==> src/ufac_consts.svh <==
// Register offsets, field positions, reset values and timing counts for the FIFO access control block
`ifndef UFAC_CONSTS_SVH
`define UFAC_CONSTS_SVH
`define UFAC_OFF_SIE_STATUS 4'h0
`define UFAC_OFF_FIFO_CTRL 4'h1
`define UFAC_OFF_OUT_EN 4'h2
`define UFAC_OFF_STORED_ADDR 4'h3
`define UFAC_OFF_EP_SELECT 4'h4
`define UFAC_OFF_IRQ_STATUS 4'h5
`define UFAC_OFF_IRQ_MASK 4'h6
`define UFAC_OFF_ACTIVE_ADDR 4'h7
`define UFAC_STS_ADDR_METHOD 0
`define UFAC_STS_ACCESS_ERR 1
`define UFAC_FC_REQUEST 0
`define UFAC_FC_DIR_END 1
`define UFAC_FC_CLEAR 2
`define UFAC_FC_EP3_DBL 3
`define UFAC_FC_EP4_DBL 4
`define UFAC_FC_SETUP_CMD 5
`define UFAC_FC_READY 6
`define UFAC_FC_ZERO_LEN 7
`define UFAC_IRQ_ACCESS_ERR 0
`define UFAC_IRQ_SETUP 1
`define UFAC_IRQ_ZERO_LEN 2
`define UFAC_IRQ_UNDERRUN 3
`define UFAC_RESET_BYTE 8'h00
`define UFAC_READY_DELAY_NS 16
`define UFAC_CLK_PERIOD_NS 8
`define UFAC_READY_CYCLES ((`UFAC_READY_DELAY_NS + `UFAC_CLK_PERIOD_NS - 1) / `UFAC_CLK_PERIOD_NS)
`endif

==> src/ufac_pkg.sv <==
// Types shared by the FIFO access control block
package ufac_pkg;
    typedef enum logic [1:0] {
        UFAC_IDLE = 2'b00,
        UFAC_WAIT = 2'b01,
        UFAC_READY = 2'b11,
        UFAC_DONE = 2'b10
    } ufac_acc_state_t;
endpackage

==> src/ufac_hs_if.sv <==
// Handshake signals between register file and access sequencer
`timescale 1ns/1ps
interface ufac_hs_if;
    logic request;
    logic dir_end;
    logic clear;
    logic fifo_avail;
    logic ready;
    logic cleared;
    modport regs (output request, output dir_end, output clear, output fifo_avail,
                  input ready, input cleared);
    modport seq (input request, input dir_end, input clear, input fifo_avail,
                 output ready, output cleared);
endinterface

==> src/ufac_access_seq.sv <==
// Request/ready sequencer for firmware access to the selected endpoint FIFO
`timescale 1ns/1ps
`include "ufac_consts.svh"
module ufac_access_seq
    import ufac_pkg::*;
(
    input wire logic sys_clk_i,
    input wire logic rst_n_i,
    ufac_hs_if.seq hs
);
    localparam int READY_CYC = `UFAC_READY_CYCLES;
    initial begin
        if (READY_CYC < 1 || READY_CYC > 15) $error("ready delay out of range");
    end
    ufac_acc_state_t state_reg, state_next;
    logic [3:0] cnt_reg, cnt_next;
    logic cleared_reg, cleared_next;

    always_comb begin
        state_next = state_reg;
        cnt_next = cnt_reg;
        cleared_next = 1'b0;
        unique case (state_reg)
            UFAC_IDLE: begin
                cnt_next = 4'h0;
                if (hs.request) state_next = UFAC_WAIT;
            end
            UFAC_WAIT: begin
                if (!hs.request) begin
                    state_next = UFAC_IDLE;
                end else if (hs.fifo_avail) begin
                    cnt_next = cnt_reg + 4'h1;
                    if (cnt_reg == 4'(READY_CYC - 1)) state_next = UFAC_READY;
                end
            end
            UFAC_READY: begin
                if (!hs.request) state_next = UFAC_DONE;
            end
            UFAC_DONE: state_next = UFAC_IDLE;
        endcase
        // Clear empties the FIFO regardless of ready
        if (hs.clear) begin
            cleared_next = 1'b1;
            state_next = hs.request ? UFAC_WAIT : UFAC_IDLE;
            cnt_next = 4'h0;
        end
    end

    always_ff @(posedge sys_clk_i or negedge rst_n_i) begin
        if (!rst_n_i) begin
            state_reg <= UFAC_IDLE;
            cnt_reg <= 4'h0;
            cleared_reg <= 1'b0;
        end else begin
            state_reg <= state_next;
            cnt_reg <= cnt_next;
            cleared_reg <= cleared_next;
        end
    end

    assign hs.ready = (state_reg == UFAC_READY);
    assign hs.cleared = cleared_reg;

    AST_READY_NEEDS_REQ: assert property (@(posedge sys_clk_i) disable iff (!rst_n_i)
        hs.ready |-> $past(hs.request)) else $error("ready without request");
    AST_CLEAR_DROPS_READY: assert property (@(posedge sys_clk_i) disable iff (!rst_n_i)
        hs.clear |=> !hs.ready ##0 hs.cleared) else $error("clear did not empty");
    COV_READY: cover property (@(posedge sys_clk_i) disable iff (!rst_n_i)
        hs.request ##[1:20] hs.ready);
endmodule // ufac_access_seq

==> src/ufac_fifo_access_ctrl.sv <==
// Firmware register file and control for USB endpoint FIFO access
`timescale 1ns/1ps
`include "ufac_consts.svh"

// Functional notes
// Any FIFO access fault sets one shared error flag; firmware clears it.
// Address method 1: active address loads after a successful IN read.
// Address method 0: active address loads as soon as address is written.
// Firmware clears the address method bit after the next SETUP token.
// Zero-length packet sets read-only flag; FIFO read clears it.
// Read-only ready flag shows the selected FIFO is ready for access.
// Hardware sets setup-command flag for setup data; firmware clears it.
// Endpoint 3 input FIFO single-buffered at 0, double-buffered at 1.
// Endpoint 4 output double-buffer bit exists on larger variants only.
// Clear bit empties the selected FIFO even when not ready.
// Host read after a clear gets a forced under-run transmit error.
// Writes: direction flag 1 during write, back to 0 before releasing request.
// Reads: direction flag 0 during read, set to 1 when finished.
// Firmware raises request after selecting FIFO, lowers it when done.
// One output FIFO enable bit per endpoint at its own bit position.
// Bit 0 of output enable register is the endpoint 0 enable bit.
// Three-bit select field picks endpoint 0 through 7.
// Stored address register: seven-bit address plus wakeup enable, resets zero.
// Firmware waits for ready after request before moving data bytes.
module ufac_fifo_access_ctrl
    import ufac_pkg::*;
#(
    parameter int NUM_EP = 8,
    parameter bit HAS_EP4_DBL = 1'b1
) (
    input wire logic sys_clk_i,
    input wire logic rst_n_i,
    input wire logic [3:0] reg_addr_i,
    input wire logic [7:0] reg_wdata_i,
    input wire logic reg_wr_i,
    input wire logic reg_rd_i,
    output logic [7:0] reg_rdata_o,
    input wire logic sie_access_err_i,
    input wire logic sie_zero_len_i,
    input wire logic sie_setup_i,
    input wire logic sie_in_ack_i,
    input wire logic sie_host_in_i,
    input wire logic fifo_avail_i,
    input wire logic fifo_rd_i,
    output logic [6:0] active_addr_o,
    output logic remote_wakeup_enable_o,
    output logic [2:0] endpoint_select_field_o,
    output logic [7:0] output_fifo_enable_o,
    output logic ep3_in_double_buffer_o,
    output logic ep4_out_double_buffer_o,
    output logic fifo_clear_o,
    output logic force_tx_err_o,
    output logic fifo_ready_o,
    output logic irq_o
);
    initial begin
        if (NUM_EP != 4 && NUM_EP != 6 && NUM_EP != 8) $error("NUM_EP must be 4, 6 or 8");
    end

    localparam logic [7:0] EP_MASK = 8'((1 << NUM_EP) - 1);

    ufac_hs_if hs();

    logic [7:0] fctrl_reg, fctrl_next;
    logic [1:0] sts_reg, sts_next;
    logic [7:0] oen_reg, oen_next;
    logic [7:0] saddr_reg, saddr_next;
    logic [2:0] eps_reg, eps_next;
    logic [6:0] aaddr_reg, aaddr_next;
    logic [3:0] irq_sts_reg, irq_sts_next;
    logic [3:0] irq_msk_reg, irq_msk_next;
    logic [7:0] rdata_reg, rdata_next;
    logic underrun_reg, underrun_next;
    logic ferr_reg, ferr_next;
    logic pend_reg, pend_next;
    logic clr_pulse_reg, clr_pulse_next;
    logic irq_reg, irq_next;

    logic wr_fc, wr_sts, wr_oen, wr_sa, wr_eps, wr_msk, rd_irq;
    logic [3:0] irq_ev;
    logic [7:0] fc_view;

    assign wr_fc = reg_wr_i && reg_addr_i == `UFAC_OFF_FIFO_CTRL;
    assign wr_sts = reg_wr_i && reg_addr_i == `UFAC_OFF_SIE_STATUS;
    assign wr_oen = reg_wr_i && reg_addr_i == `UFAC_OFF_OUT_EN;
    assign wr_sa = reg_wr_i && reg_addr_i == `UFAC_OFF_STORED_ADDR;
    assign wr_eps = reg_wr_i && reg_addr_i == `UFAC_OFF_EP_SELECT;
    assign wr_msk = reg_wr_i && reg_addr_i == `UFAC_OFF_IRQ_MASK;
    assign rd_irq = reg_rd_i && reg_addr_i == `UFAC_OFF_IRQ_STATUS;

    assign hs.request = fctrl_reg[`UFAC_FC_REQUEST];
    assign hs.dir_end = fctrl_reg[`UFAC_FC_DIR_END];
    assign hs.clear = clr_pulse_reg;
    assign hs.fifo_avail = fifo_avail_i;

    ufac_access_seq u_seq (
        .sys_clk_i(sys_clk_i),
        .rst_n_i(rst_n_i),
        .hs(hs.seq)
    );

    // Ready is live state, so the readback view splices it in
    always_comb begin
        fc_view = fctrl_reg;
        fc_view[`UFAC_FC_READY] = hs.ready;
    end

    // FIFO control register
    always_comb begin
        fctrl_next = fctrl_reg;
        clr_pulse_next = 1'b0;
        if (wr_fc) begin
            fctrl_next[`UFAC_FC_REQUEST] = reg_wdata_i[`UFAC_FC_REQUEST];
            fctrl_next[`UFAC_FC_DIR_END] = reg_wdata_i[`UFAC_FC_DIR_END];
            fctrl_next[`UFAC_FC_CLEAR] = reg_wdata_i[`UFAC_FC_CLEAR];
            fctrl_next[`UFAC_FC_EP3_DBL] = reg_wdata_i[`UFAC_FC_EP3_DBL];
            fctrl_next[`UFAC_FC_EP4_DBL] = HAS_EP4_DBL & reg_wdata_i[`UFAC_FC_EP4_DBL];
            // Firmware may only clear the setup flag
            if (!reg_wdata_i[`UFAC_FC_SETUP_CMD]) fctrl_next[`UFAC_FC_SETUP_CMD] = 1'b0;
            clr_pulse_next = reg_wdata_i[`UFAC_FC_CLEAR] & ~fctrl_reg[`UFAC_FC_CLEAR];
        end
        // Hardware sets win over simultaneous clears
        if (fifo_rd_i) fctrl_next[`UFAC_FC_ZERO_LEN] = 1'b0;
        if (sie_zero_len_i) fctrl_next[`UFAC_FC_ZERO_LEN] = 1'b1;
        if (sie_setup_i) fctrl_next[`UFAC_FC_SETUP_CMD] = 1'b1;
        fctrl_next[`UFAC_FC_READY] = 1'b0;
    end

    // Status, address and enables
    always_comb begin
        sts_next = sts_reg;
        oen_next = oen_reg;
        saddr_next = saddr_reg;
        eps_next = eps_reg;
        aaddr_next = aaddr_reg;
        pend_next = pend_reg;
        underrun_next = underrun_reg;
        ferr_next = 1'b0;
        if (wr_sts) begin
            sts_next[`UFAC_STS_ADDR_METHOD] = reg_wdata_i[`UFAC_STS_ADDR_METHOD];
            if (!reg_wdata_i[`UFAC_STS_ACCESS_ERR]) sts_next[`UFAC_STS_ACCESS_ERR] = 1'b0;
        end
        if (sie_access_err_i) sts_next[`UFAC_STS_ACCESS_ERR] = 1'b1;
        if (wr_oen) oen_next = reg_wdata_i & EP_MASK;
        if (wr_eps) eps_next = reg_wdata_i[2:0];
        if (wr_sa) begin
            saddr_next = reg_wdata_i;
            if (!sts_reg[`UFAC_STS_ADDR_METHOD]) aaddr_next = reg_wdata_i[7:1];
            else pend_next = 1'b1;
        end
        if (pend_reg && sie_in_ack_i && sts_reg[`UFAC_STS_ADDR_METHOD]) begin
            aaddr_next = saddr_reg[7:1];
            pend_next = 1'b0;
        end
        // Under-run stands from a clear until the host has been refused once
        if (clr_pulse_reg) underrun_next = 1'b1;
        else if (sie_host_in_i && underrun_reg) underrun_next = 1'b0;
        ferr_next = sie_host_in_i && underrun_reg;
    end

    // Interrupt status, mask and read data
    always_comb begin
        irq_ev = {ferr_reg, sie_zero_len_i, sie_setup_i, sie_access_err_i};
        irq_sts_next = irq_sts_reg;
        if (rd_irq) irq_sts_next = 4'h0;
        irq_sts_next = irq_sts_next | irq_ev;
        irq_msk_next = wr_msk ? reg_wdata_i[3:0] : irq_msk_reg;
        irq_next = |(irq_sts_next & irq_msk_next);
        rdata_next = 8'h00;
        if (reg_rd_i) begin
            unique case (reg_addr_i)
                `UFAC_OFF_SIE_STATUS: rdata_next = {6'h00, sts_reg};
                `UFAC_OFF_FIFO_CTRL: rdata_next = fc_view;
                `UFAC_OFF_OUT_EN: rdata_next = oen_reg;
                `UFAC_OFF_STORED_ADDR: rdata_next = saddr_reg;
                `UFAC_OFF_EP_SELECT: rdata_next = {5'h00, eps_reg};
                `UFAC_OFF_IRQ_STATUS: rdata_next = {4'h0, irq_sts_reg};
                `UFAC_OFF_IRQ_MASK: rdata_next = {4'h0, irq_msk_reg};
                `UFAC_OFF_ACTIVE_ADDR: rdata_next = {1'b0, aaddr_reg};
                default: rdata_next = 8'h00;
            endcase
        end
    end

    always_ff @(posedge sys_clk_i or negedge rst_n_i) begin
        if (!rst_n_i) begin
            fctrl_reg <= `UFAC_RESET_BYTE;
            sts_reg <= 2'h0;
            oen_reg <= `UFAC_RESET_BYTE;
            saddr_reg <= `UFAC_RESET_BYTE;
            eps_reg <= 3'h0;
            aaddr_reg <= 7'h00;
            pend_reg <= 1'b0;
            underrun_reg <= 1'b0;
            ferr_reg <= 1'b0;
            clr_pulse_reg <= 1'b0;
            irq_sts_reg <= 4'h0;
            irq_msk_reg <= 4'h0;
            irq_reg <= 1'b0;
            rdata_reg <= 8'h00;
        end else begin
            fctrl_reg <= fctrl_next;
            sts_reg <= sts_next;
            oen_reg <= oen_next;
            saddr_reg <= saddr_next;
            eps_reg <= eps_next;
            aaddr_reg <= aaddr_next;
            pend_reg <= pend_next;
            underrun_reg <= underrun_next;
            ferr_reg <= ferr_next;
            clr_pulse_reg <= clr_pulse_next;
            irq_sts_reg <= irq_sts_next;
            irq_msk_reg <= irq_msk_next;
            irq_reg <= irq_next;
            rdata_reg <= rdata_next;
        end
    end

    // Output stage; ready is one flop behind the sequencer
    logic ready_q_reg;
    always_ff @(posedge sys_clk_i or negedge rst_n_i) begin
        if (!rst_n_i) ready_q_reg <= 1'b0;
        else ready_q_reg <= hs.ready;
    end

    assign reg_rdata_o = rdata_reg;
    assign active_addr_o = aaddr_reg;
    assign remote_wakeup_enable_o = saddr_reg[0];
    assign endpoint_select_field_o = eps_reg;
    assign output_fifo_enable_o = oen_reg;
    assign ep3_in_double_buffer_o = fctrl_reg[`UFAC_FC_EP3_DBL];
    assign ep4_out_double_buffer_o = fctrl_reg[`UFAC_FC_EP4_DBL];
    assign fifo_clear_o = clr_pulse_reg;
    assign force_tx_err_o = ferr_reg;
    assign fifo_ready_o = ready_q_reg;
    assign irq_o = irq_reg;

    AST_ERR_STICKY: assert property (@(posedge sys_clk_i) disable iff (!rst_n_i)
        sie_access_err_i |=> sts_reg[`UFAC_STS_ACCESS_ERR]) else $error("error flag lost");
    AST_ADDR_IMMEDIATE: assert property (@(posedge sys_clk_i) disable iff (!rst_n_i)
        wr_sa && !sts_reg[0] |=> active_addr_o == $past(reg_wdata_i[7:1]))
        else $error("address not adopted");
    AST_ADDR_DEFERRED: assert property (@(posedge sys_clk_i) disable iff (!rst_n_i)
        wr_sa && sts_reg[0] && !sie_in_ack_i |=> $stable(active_addr_o))
        else $error("address changed early");
    AST_ADDR_ON_IN: assert property (@(posedge sys_clk_i) disable iff (!rst_n_i)
        pend_reg && sts_reg[0] && sie_in_ack_i |=> active_addr_o == $past(saddr_reg[7:1]))
        else $error("address not loaded after IN");
    AST_ZLEN_SET: assert property (@(posedge sys_clk_i) disable iff (!rst_n_i)
        sie_zero_len_i |=> fctrl_reg[`UFAC_FC_ZERO_LEN]) else $error("zero length lost");
    AST_ZLEN_CLR: assert property (@(posedge sys_clk_i) disable iff (!rst_n_i)
        fifo_rd_i && !sie_zero_len_i |=> !fctrl_reg[`UFAC_FC_ZERO_LEN])
        else $error("zero length not cleared");
    AST_SETUP_SET: assert property (@(posedge sys_clk_i) disable iff (!rst_n_i)
        sie_setup_i |=> fctrl_reg[`UFAC_FC_SETUP_CMD]) else $error("setup flag lost");
    AST_EP4_GATED: assert property (@(posedge sys_clk_i) disable iff (!rst_n_i)
        !HAS_EP4_DBL |-> !ep4_out_double_buffer_o) else $error("ep4 bit present");
    AST_UNDERRUN: assert property (@(posedge sys_clk_i) disable iff (!rst_n_i)
        fifo_clear_o ##1 sie_host_in_i |=> force_tx_err_o) else $error("no under-run");
    AST_OEN_MASK: assert property (@(posedge sys_clk_i) disable iff (!rst_n_i)
        (output_fifo_enable_o & ~EP_MASK) == 8'h00) else $error("enable beyond variant");
    COV_ADDR_DEFER: cover property (@(posedge sys_clk_i) disable iff (!rst_n_i)
        wr_sa && sts_reg[0] ##[1:50] sie_in_ack_i);
    COV_UNDERRUN: cover property (@(posedge sys_clk_i) disable iff (!rst_n_i) force_tx_err_o);
    COV_IRQ: cover property (@(posedge sys_clk_i) disable iff (!rst_n_i) $rose(irq_o));
endmodule // ufac_fifo_access_ctrl

==> config.mk <==
export PLATFORM = sky130hd
export DESIGN_NAME = ufac_fifo_access_ctrl
export DESIGN_NICKNAME = d
export VERILOG_FILES = /design/src/ufac_pkg.sv /design/src/ufac_hs_if.sv /design/src/ufac_access_seq.sv /design/src/ufac_fifo_access_ctrl.sv
export VERILOG_INCLUDE_DIRS = /design/src
export SDC_FILE = /design/constraint.sdc
export NUM_CORES = 1
export LEC_CHECK = 0
export ABC_AREA = 0
export BUFFER_PORTS_ARGS = -buffer_cell sky130_fd_sc_hd__clkbuf_2
export CORE_MARGIN = 3
export CORE_UTILIZATION = 26
export CTS_BUF_LIST = sky130_fd_sc_hd__clkbuf_4
export CTS_CLUSTER_DIAMETER = 80
export DETAILED_ROUTE_END_ITERATION = 10
export PLACE_DENSITY = 0.47
export SYNTH_ARGS = -nofsm -noshare
export SYNTH_HDL_FRONTEND = slang
export SYNTH_HIERARCHICAL = 1
export SYNTH_SLANG_ARGS = --single-unit
==> constraint.sdc <==
create_clock -name sys_clk_i -period 3.2 [get_ports sys_clk_i]
set_input_delay 0.16 -clock sys_clk_i [delete_from_list [all_inputs] [get_ports sys_clk_i]]
set_output_delay 0.16 -clock sys_clk_i [all_outputs]
set_load 0.05 [all_outputs]
==> results.ini, run 1 <==
[yosys]
syn_inst=255
yosys_warnings=6
syn_nets=280
avgSynthCellArea_sq_um=11.9
syn-cell-area_sq_mm=0.00303

[sta]
fin_crit_ns=1.51
clock.fmax_ghz=0.663
finalCritPeriodShare=0.472
hold_viol_final=0
finalSetupViolCount=0
worst_pin_slew_ns=0.556
rsz0062_at_grt=no
setup-tns-final_ns=0
skew_ns=0.0127
maxSlewViolCount=0
maxSlewHeadroom=0.628

[cts]
cts_sinks=63
cts_setup_buffers=0
cts_tree=done
htree_num_levels=3
cts.path.max_buffers=2
numCtsBuffers=9
postCtsResizedCells=0
clockRootBuffer=clkbuf_4
worstSkewPairLatency_ns=0.42
clk_pin_slew_ns=0.12

[final_layout]
final_cell_area_sq_mm=0.00360
final_cell_mix=63 x dfrtp_1, 55 x clkbuf_2, 22 x mux2_2
drive_above_1_share=0.361
fillers=1204
fin_nets=341
syn2layout_area_growth_pct=19.1
diodes=0
final_common_cell=dfrtp_1

[detailed_routing]
drt-pass1-iter-count=5
drt_iter0_markers=93
drc=0
final_antenna_net_count=0
vias=2183
wl_per_cell_um=17.4
vias_per_cell=4.74
routed_wl_um=8010

[global_routing]
grt_overflow=0
grt_first_pass_wirelength_um=13000
grt_usage=0.131
grt_pass1_vias=2313
grt_max_degree=42
antenna_found_initial=0

[power]
p_leak_nw=1.64
pwr_density_cell_mw_per_mm2=674
vdd_drop_max_uv=322

[place]
port_buffers=55
placed_area_sq_mm=0.00340
dp_hpwl_um=5880
finalWeightedCongestion=0.759

[die]
die_w_um=114
ioPinCount=56
die_h_um=114
start_util=0.272
rows=38
die_area_sq_mm=0.0130
core_sq_mm=0.0111

[setup_path]
crit_path_end=u_seq/cnt_reg[1]$_DFFE_PN0P_
worstSetupStartpoint=u_seq/cnt_reg[0]$_DFFE_PN0P_
path_max_fanout=6
crit_arrival_ns=1.86
timing.rr.end=u_seq/cnt_reg[1]$_DFFE_PN0P_
critPathLaunchType=register
r2r_start=u_seq/cnt_reg[0]$_DFFE_PN0P_
worstPathRequired_ns=3.55
reg2regPathDepth=3
path_class=register to register
end_kind=register
r2r_slack_ns=1.69

[outcome]
status=finished, final reports clean

[min_path]
min_path_type=input port to register

[run]
cap_viol_max_count=0

## final cells by class
cell class,instances,area [sq um],share of cell area
Clock inverter,7,63.8,0.0177
Inverter,6,22.5,0.00625
Multi-Input combinational cell,171,1330,0.369
Sequential cell,63,1580,0.437
Timing Repair Buffer,65,368,0.102
Tap cell,140,175,0.0486
Clock buffer,9,67.6,0.0187
## worst min path at each step
stage	startpoint	endpoint	slack [ns]	cells after the start
after floorplan	rst_n_i	active_addr_o[0]$_DFFE_PN0P_	-0.14	0
after global placement	rst_n_i	underrun_reg$_DFFE_PN0P_	0.19	2
after detailed placement	rst_n_i	underrun_reg$_DFFE_PN0P_	0.19	2
after CTS	reg_wdata_i[7]	output_fifo_enable_o[7]$_DFFE_PN0P_	0.007	2
after global routing	reg_wdata_i[7]	output_fifo_enable_o[7]$_DFFE_PN0P_	0.007	2
final	reg_wdata_i[4]	fctrl_reg[4]$_DFFE_PN0P_	0.02	2
## layer usage
layer / share of wire / GRT usage / vias to the layer above
li1: - / - / 1053
met1: 0.49 / 0.181 / 1072
met2: 0.45 / 0.201 / 49
met3: 0.045 / 0.0345 / 9
met4: 0.014 / 0.0396 / 0
met5: 0 / 0 / -
## worst max-delay path, stage by stage, from the launching register on
cell     delay, ns
dfrtp_1       0.46
ha_1          0.31
or4b_1        0.50
a31oi_1       0.17
## where the power goes
part | switching (mW) | leakage (nW) | internal (mW) | total, mW
Clock | 0.307 | 0.0691 | 0.231 | 0.538
Combinational | 0.535 | 0.784 | 0.256 | 0.791
Sequential | 0.152 | 0.784 | 0.949 | 1.10
Total | 0.994 | 1.64 | 1.44 | 2.43
## repair_timing
item,in CTS,in global routing
hold endpoints to repair,73,0
hold buffers,7,0
endpoints found under the setup margin,0,0
## stage by stage
stage	util	setup WS, ns	instances	hold WS, ns	power [mW]
floorplan	-	1.78	255	-0.136	1.66
global placement	0.306	1.32	438	0.190	1.91
detailed placement	0.306	1.34	438	0.193	1.92
CTS	0.324	1.69	461	0.00685	2.47
global route	0.324	1.57	461	0.00745	2.57
finish	0.324	1.69	461	0.0224	2.43
No activity file was read; power rests on OpenSTA's default activity.
==> run 2, diff against run 1 <==
- clock period: 3.2 -> 1.4 ns (I/O delays scaled with it)
==> run 2 against run 1 <==
  * Power rose by 120%
  * Largest power group unchanged
  * Non-clock buffer count rose by 26
  * Clock power rose by 83%
  * Worst hold slack got worse by 0.0094 ns
  * Cell count rose by 5.6%
  * Critical path type unchanged
  * Sequential share of layout area fell by 2.2 points
  * Core utilization rose by 1.7 points
  * Clock skew rose by 0.0047 ns
  * Final area rose by 5.4%
  * Via count rose by 5.9%
  * Maximum frequency rose by 9.5%
==> results.ini, run 2 (synthesis results as in run 1) <==
[final_layout]
final_cell_mix=62 x dfrtp_1, 54 x clkbuf_2, 23 x buf_4
fillers=1155
final_common_cell=dfrtp_1
diodes=0
utilization=0.341
syn2layout_area_growth_pct=25.5
stdcell_count=487
drive_above_1_share=0.395
final_cell_area_sq_mm=0.00380
fin_nets=367

[detailed_routing]
wl_per_cell_um=16.6
final_antenna_net_count=0
vias=2311
drc=0
vias_per_cell=4.75
drt_iter0_markers=111
drt-pass1-iter-count=4
routed_wl_um=8100

[setup_path]
timing.rr.end=u_seq/cnt_reg[1]$_DFFE_PN0P_
reg2regPathDepth=3
cpPeakStageDelay_ns=0.46
path_buf_inv=0
worstSetupStartpoint=u_seq/cnt_reg[0]$_DFFE_PN0P_
worstPathRequired_ns=1.74
path_class=register to register
r2r_start=u_seq/cnt_reg[0]$_DFFE_PN0P_
cp_slowest_cell=or4b_1
crit_family=simple AND/OR/NAND/NOR gates
critPathLaunchType=register
end_kind=register
path_max_fanout=3
r2r_slack_ns=0.02
path_cells=ha_1, or4b_1, a31oi_1
crit_arrival_ns=1.72

[die]
die_area_sq_mm=0.0130
rows=38
core_sq_mm=0.0111
ioPinCount=56
start_util=0.272
die_h_um=114
die_w_um=114

[run]
cap_viol_max_count=0

[sta]
skew_ns=0.0174
hold_viol_final=0
maxSlewViolCount=0
finalCritPeriodShare=0.985
finalSetupViolCount=0
timing.final.ws_setup_ns=0.0214
clock.fmax_ghz=0.725
rsz0062_at_grt=yes
worst_pin_slew_ns=0.378
maxSlewHeadroom=0.748
fin_crit_ns=1.38

[power]
p_int_mw=3.18
seq_power_share=0.460
p_total_mw=5.42
vdd_drop_max_uv=594
power_frac_clock=0.182
pwr_density_cell_mw_per_mm2=1430
p_leak_nw=1.76
comb_power_share=0.358
p_sw_mw=2.24
switching_share=0.414

[cts]
clk_pin_slew_ns=0.10
cts_sinks=63
worstSkewPairLatency_ns=0.42
numCtsBuffers=9
cts_tree=done
htree_num_levels=3
cts.path.max_buffers=2
clockRootBuffer=clkbuf_4

[min_path]
min_path_type=input port to register
min_from=reg_wdata_i[2]
whs_path_depth=2
min_to=fifo_clear_o$_DFF_PN0_

[place]
dp_hpwl_um=6040
place_worst_setup_slack_ns=-0.0136
port_buffers=55
dp.cells=460
finalWeightedCongestion=0.757
placed_area_sq_mm=0.00358

[global_routing]
grt_first_pass_wirelength_um=13000
grt_usage=0.131
grt_max_degree=64
grt_pass1_vias=2289
antenna_found_initial=0
grt_overflow=0

[outcome]
status=finished, final reports clean

-- run 2: layout make-up --
| type | count | area, sq um | share of cell area |
|---|---|---|---|
| clock buffer | 9 | 67.6 | 0.0178 |
| tap | 140 | 175 | 0.0461 |
| sequential | 63 | 1580 | 0.415 |
| clock inverter | 7 | 30.0 | 0.00791 |
| multi-input combinational | 171 | 1340 | 0.352 |
| inverter | 6 | 22.5 | 0.00593 |
| timing repair buffer | 91 | 589 | 0.155 |
-- run 2: power by group through the flow --
stage	Combinational, mW	Sequential (mW)	Clock (mW)
2_1_floorplan	0.633	3.17	0
3_3_place_gp	1.91	2.54	0
3_5_place_dp	1.92	2.54	0
4_1_cts	1.97	2.51	1.02
5_1_grt	2.07	2.56	1.10
6_report	1.94	2.50	0.985
-- run 2: worst max path at each step --
stage                     depth (start not counted)                      endpoint  slack (ns)
final                                             3  u_seq/cnt_reg[1]$_DFFE_PN0P_        0.02
after global routing                              4  u_seq/cnt_reg[1]$_DFFE_PN0P_       -0.07
after CTS                                         4  u_seq/cnt_reg[1]$_DFFE_PN0P_       -0.01
after detailed placement                          6               irq_o$_DFF_PN0_       -0.01
after global placement                            6               irq_o$_DFF_PN0_       -0.02
after floorplan                                   3  u_seq/cnt_reg[1]$_DFFE_PN0P_        0.02
-- run 2: per-stage QoR --
stage / hold WS [ns] / TNS [ns]
final: 0.0130 / 0
after CTS: 0.00188 / -0.0107
after global routing: 0.00726 / -0.103
after global placement: 0.116 / -0.0166
after floorplan: -0.226 / 0
after detailed placement: 0.118 / -0.0164
-- run 2: timing repair --
| action | 4_1_cts | 5_1_grt |
|---|---|---|
| setup buffers | 1 | 0 |
| pin swaps | 3 | 4 |
| endpoints found under the setup margin | 2 | 6 |
| gates resized for setup | 0 | 5 |
| endpoints found under the hold margin | 88 | 0 |
| hold buffers | 11 | 0 |
-- run 2: layer usage --
layer,vias to the layer above,global-route usage,wire length (um)
li1,1102,-,-
met1,1141,0.193,4000
met2,58,0.190,3580
met3,10,0.0313,409
met4,0,0.0443,111
met5,-,0,0
==> run 3, diff against run 2 <==
- CORE_ASPECT_RATIO: not set -> 1.2
==> run 3 against run 2 <==
  * The flow now finishes with violations (setup timing)
  * Maximum frequency decreased by 1.7%
  * Clock skew rose by 0.0064 ns
  * Core utilization up 0.76 points
  * Register-to-register slack got worse by 0.02 ns
  * Clock-buffer cell count is 1 higher
  * Die area about the same
  * Via count rose by 2.6%
  * Global-route usage is 0.73 points higher
  * Critical endpoint is now u_seq/cnt_reg[2]$_DFFE_PN0P_
  * Largest cell class unchanged
  * Largest power group unchanged
  * Highest routed layer unchanged
==> results.ini, run 3 (synthesis results as in run 1) <==
[detailed_routing]
vias=2372
final_antenna_net_count=0
vias_per_cell=4.69
routed_wl_um=8510
wl_per_cell_um=16.8
drt-pass1-iter-count=4
drc=0
drt_iter0_markers=91

[die]
die_h_um=124
start_util=0.270
core_sq_mm=0.0112
die_w_um=104
die_area_sq_mm=0.0130
rows=42
ioPinCount=56

[place]
dp.cells=474
placed_area_sq_mm=0.00362
finalWeightedCongestion=0.807
port_buffers=55
dp_hpwl_um=6170

[sta]
hold_viol_final=0
maxSlewHeadroom=0.608
worst_pin_slew_ns=0.587
clock.fmax_ghz=0.713
finalCritPeriodShare=1.00
skew_ns=0.0238
fin_crit_ns=1.40
finalSetupViolCount=1
rsz0062_at_grt=yes
timing.final.ws_setup_ns=-0.00309
maxSlewViolCount=0

[power]
comb_power_share=0.360
power_frac_clock=0.180
p_leak_nw=1.79
switching_share=0.411
pwr_density_cell_mw_per_mm2=1380
p_int_mw=3.18
vdd_drop_max_uv=755
seq_power_share=0.459
p_total_mw=5.39
p_sw_mw=2.22

[final_layout]
stdcell_count=506
fillers=1135
drive_above_1_share=0.409
diodes=0
syn2layout_area_growth_pct=29.0
fin_nets=375
final_cell_area_sq_mm=0.00391
regArea_sq_mm=0.00158
final_common_cell=dfrtp_1
final_cell_mix=61 x dfrtp_1, 54 x clkbuf_2, 26 x buf_4
multi_input_area_sq_mm=0.00134

[global_routing]
grt_pass1_vias=2392
antenna_found_initial=0
grt_usage=0.139
grt_overflow=0
grt_first_pass_wirelength_um=13500
grt_max_degree=64

[setup_path]
critPathLaunchType=register
worstPathRequired_ns=1.76
path_class=register to register
cp_slowest_cell=or4b_1
path_cells=buf_4, ha_1, nand3_2, or4b_1, a31oi_1
crit_family=simple AND/OR/NAND/NOR gates
crit_arrival_ns=1.76
path_buf_inv=1
r2r_start=u_seq/cnt_reg[1]$_DFFE_PN0P_
path_max_fanout=3
reg2regPathDepth=5
end_kind=register
r2r_slack_ns=-0.003
cpPeakStageDelay_ns=0.48
timing.rr.end=u_seq/cnt_reg[2]$_DFFE_PN0P_

[outcome]
violations=setup timing
status=complete, but fails checks

[cts]
htree_num_levels=3
cts.path.max_buffers=2
clk_pin_slew_ns=0.10
clockRootBuffer=clkbuf_4
cts_sinks=63
cts_tree=done
numCtsBuffers=9
worstSkewPairLatency_ns=0.44

[min_path]
min_path_type=input port to register
min_to=u_seq/cnt_reg[2]$_DFFE_PN0P_
whs_path_depth=4
min_from=fifo_avail_i

[run]
cap_viol_max_count=0

run 3: cell count changes in the layout (fill, tap and decap cells not counted), moves of 2 or more:
cell and delta:
dlygate4sd3_1 +4, buf_4 +3, clkinv_1 -3, buf_12 +2, clkbuf_4 +2
run 3: worst max-delay path by stage:
stage                                       from                            to  slack, ns  cells past startpoint
finish              u_seq/cnt_reg[1]$_DFFE_PN0P_  u_seq/cnt_reg[2]$_DFFE_PN0P_     -0.003                      5
global route        u_seq/cnt_reg[1]$_DFFE_PN0P_  u_seq/cnt_reg[2]$_DFFE_PN0P_      -0.06                      5
CTS                 u_seq/cnt_reg[1]$_DFFE_PN0P_  u_seq/cnt_reg[1]$_DFFE_PN0P_      -0.03                      4
detailed placement  u_seq/cnt_reg[1]$_DFFE_PN0P_  u_seq/cnt_reg[1]$_DFFE_PN0P_      -0.03                      4
global placement                   reg_addr_i[0]      reg_rdata_o[0]$_DFF_PN0_     -0.003                      5
floorplan           u_seq/cnt_reg[0]$_DFFE_PN0P_  u_seq/cnt_reg[1]$_DFFE_PN0P_       0.02                      3
run 3: cell type report:
cell class,instances,share of cell area
clock buffer,10,0.0192
tap,154,0.0493
inverter,6,0.00577
clock inverter,3,0.00352
multi-input combinational,171,0.343
timing repair buffer,99,0.175
sequential,63,0.404
run 3: stage by stage:
step | TNS, ns | utilization | setup WS, ns | hold WS (ns)
floorplan | 0 | - | 0.0159 | -0.226
global placement | -0.00278 | 0.324 | -0.00278 | 0.121
detailed placement | -0.0328 | 0.324 | -0.0328 | 0.126
CTS | -0.0344 | 0.346 | -0.0300 | 0.00807
global route | -0.0889 | 0.349 | -0.0561 | 0.0411
finish | -0.00309 | 0.349 | -0.00309 | 0.0648
run 3: tightest hold or removal path, delay by kind of cell:
kind / cells / cell delay (ns)
AND/OR/NAND/NOR: 2 / 0.19
buffers and inverters: 1 / 0.13
AO/OA/AOI/OAI: 1 / 0.06
run 3: per-layer routing:
| layer | vias up | global-route usage | share of wire |
|---|---|---|---|
| li1 | 1114 | - | - |
| met4 | 0 | 0.0623 | 0.017 |
| met1 | 1200 | 0.168 | 0.44 |
| met2 | 47 | 0.236 | 0.50 |
| met3 | 11 | 0.0337 | 0.038 |
| met5 | - | 0 | 0 |
run 3: power groups by stage:
stage          Sequential [mW]  Clock, mW  Combinational [mW]
2_1_floorplan             3.17          0               0.633
3_3_place_gp              2.52          0                1.91
3_5_place_dp              2.53          0                1.92
4_1_cts                   2.49       1.01                1.96
5_1_grt                   2.53       1.12                2.07
6_report                  2.48      0.972                1.94
run 3: repair_timing:
item	in CTS	in global routing
endpoints found under the setup margin	2	5
cloned	0	0
pin swaps	4	1
hold buffers	14	1
endpoints found under the hold margin	93	3
gates resized for setup	1	5
setup buffers	3	1
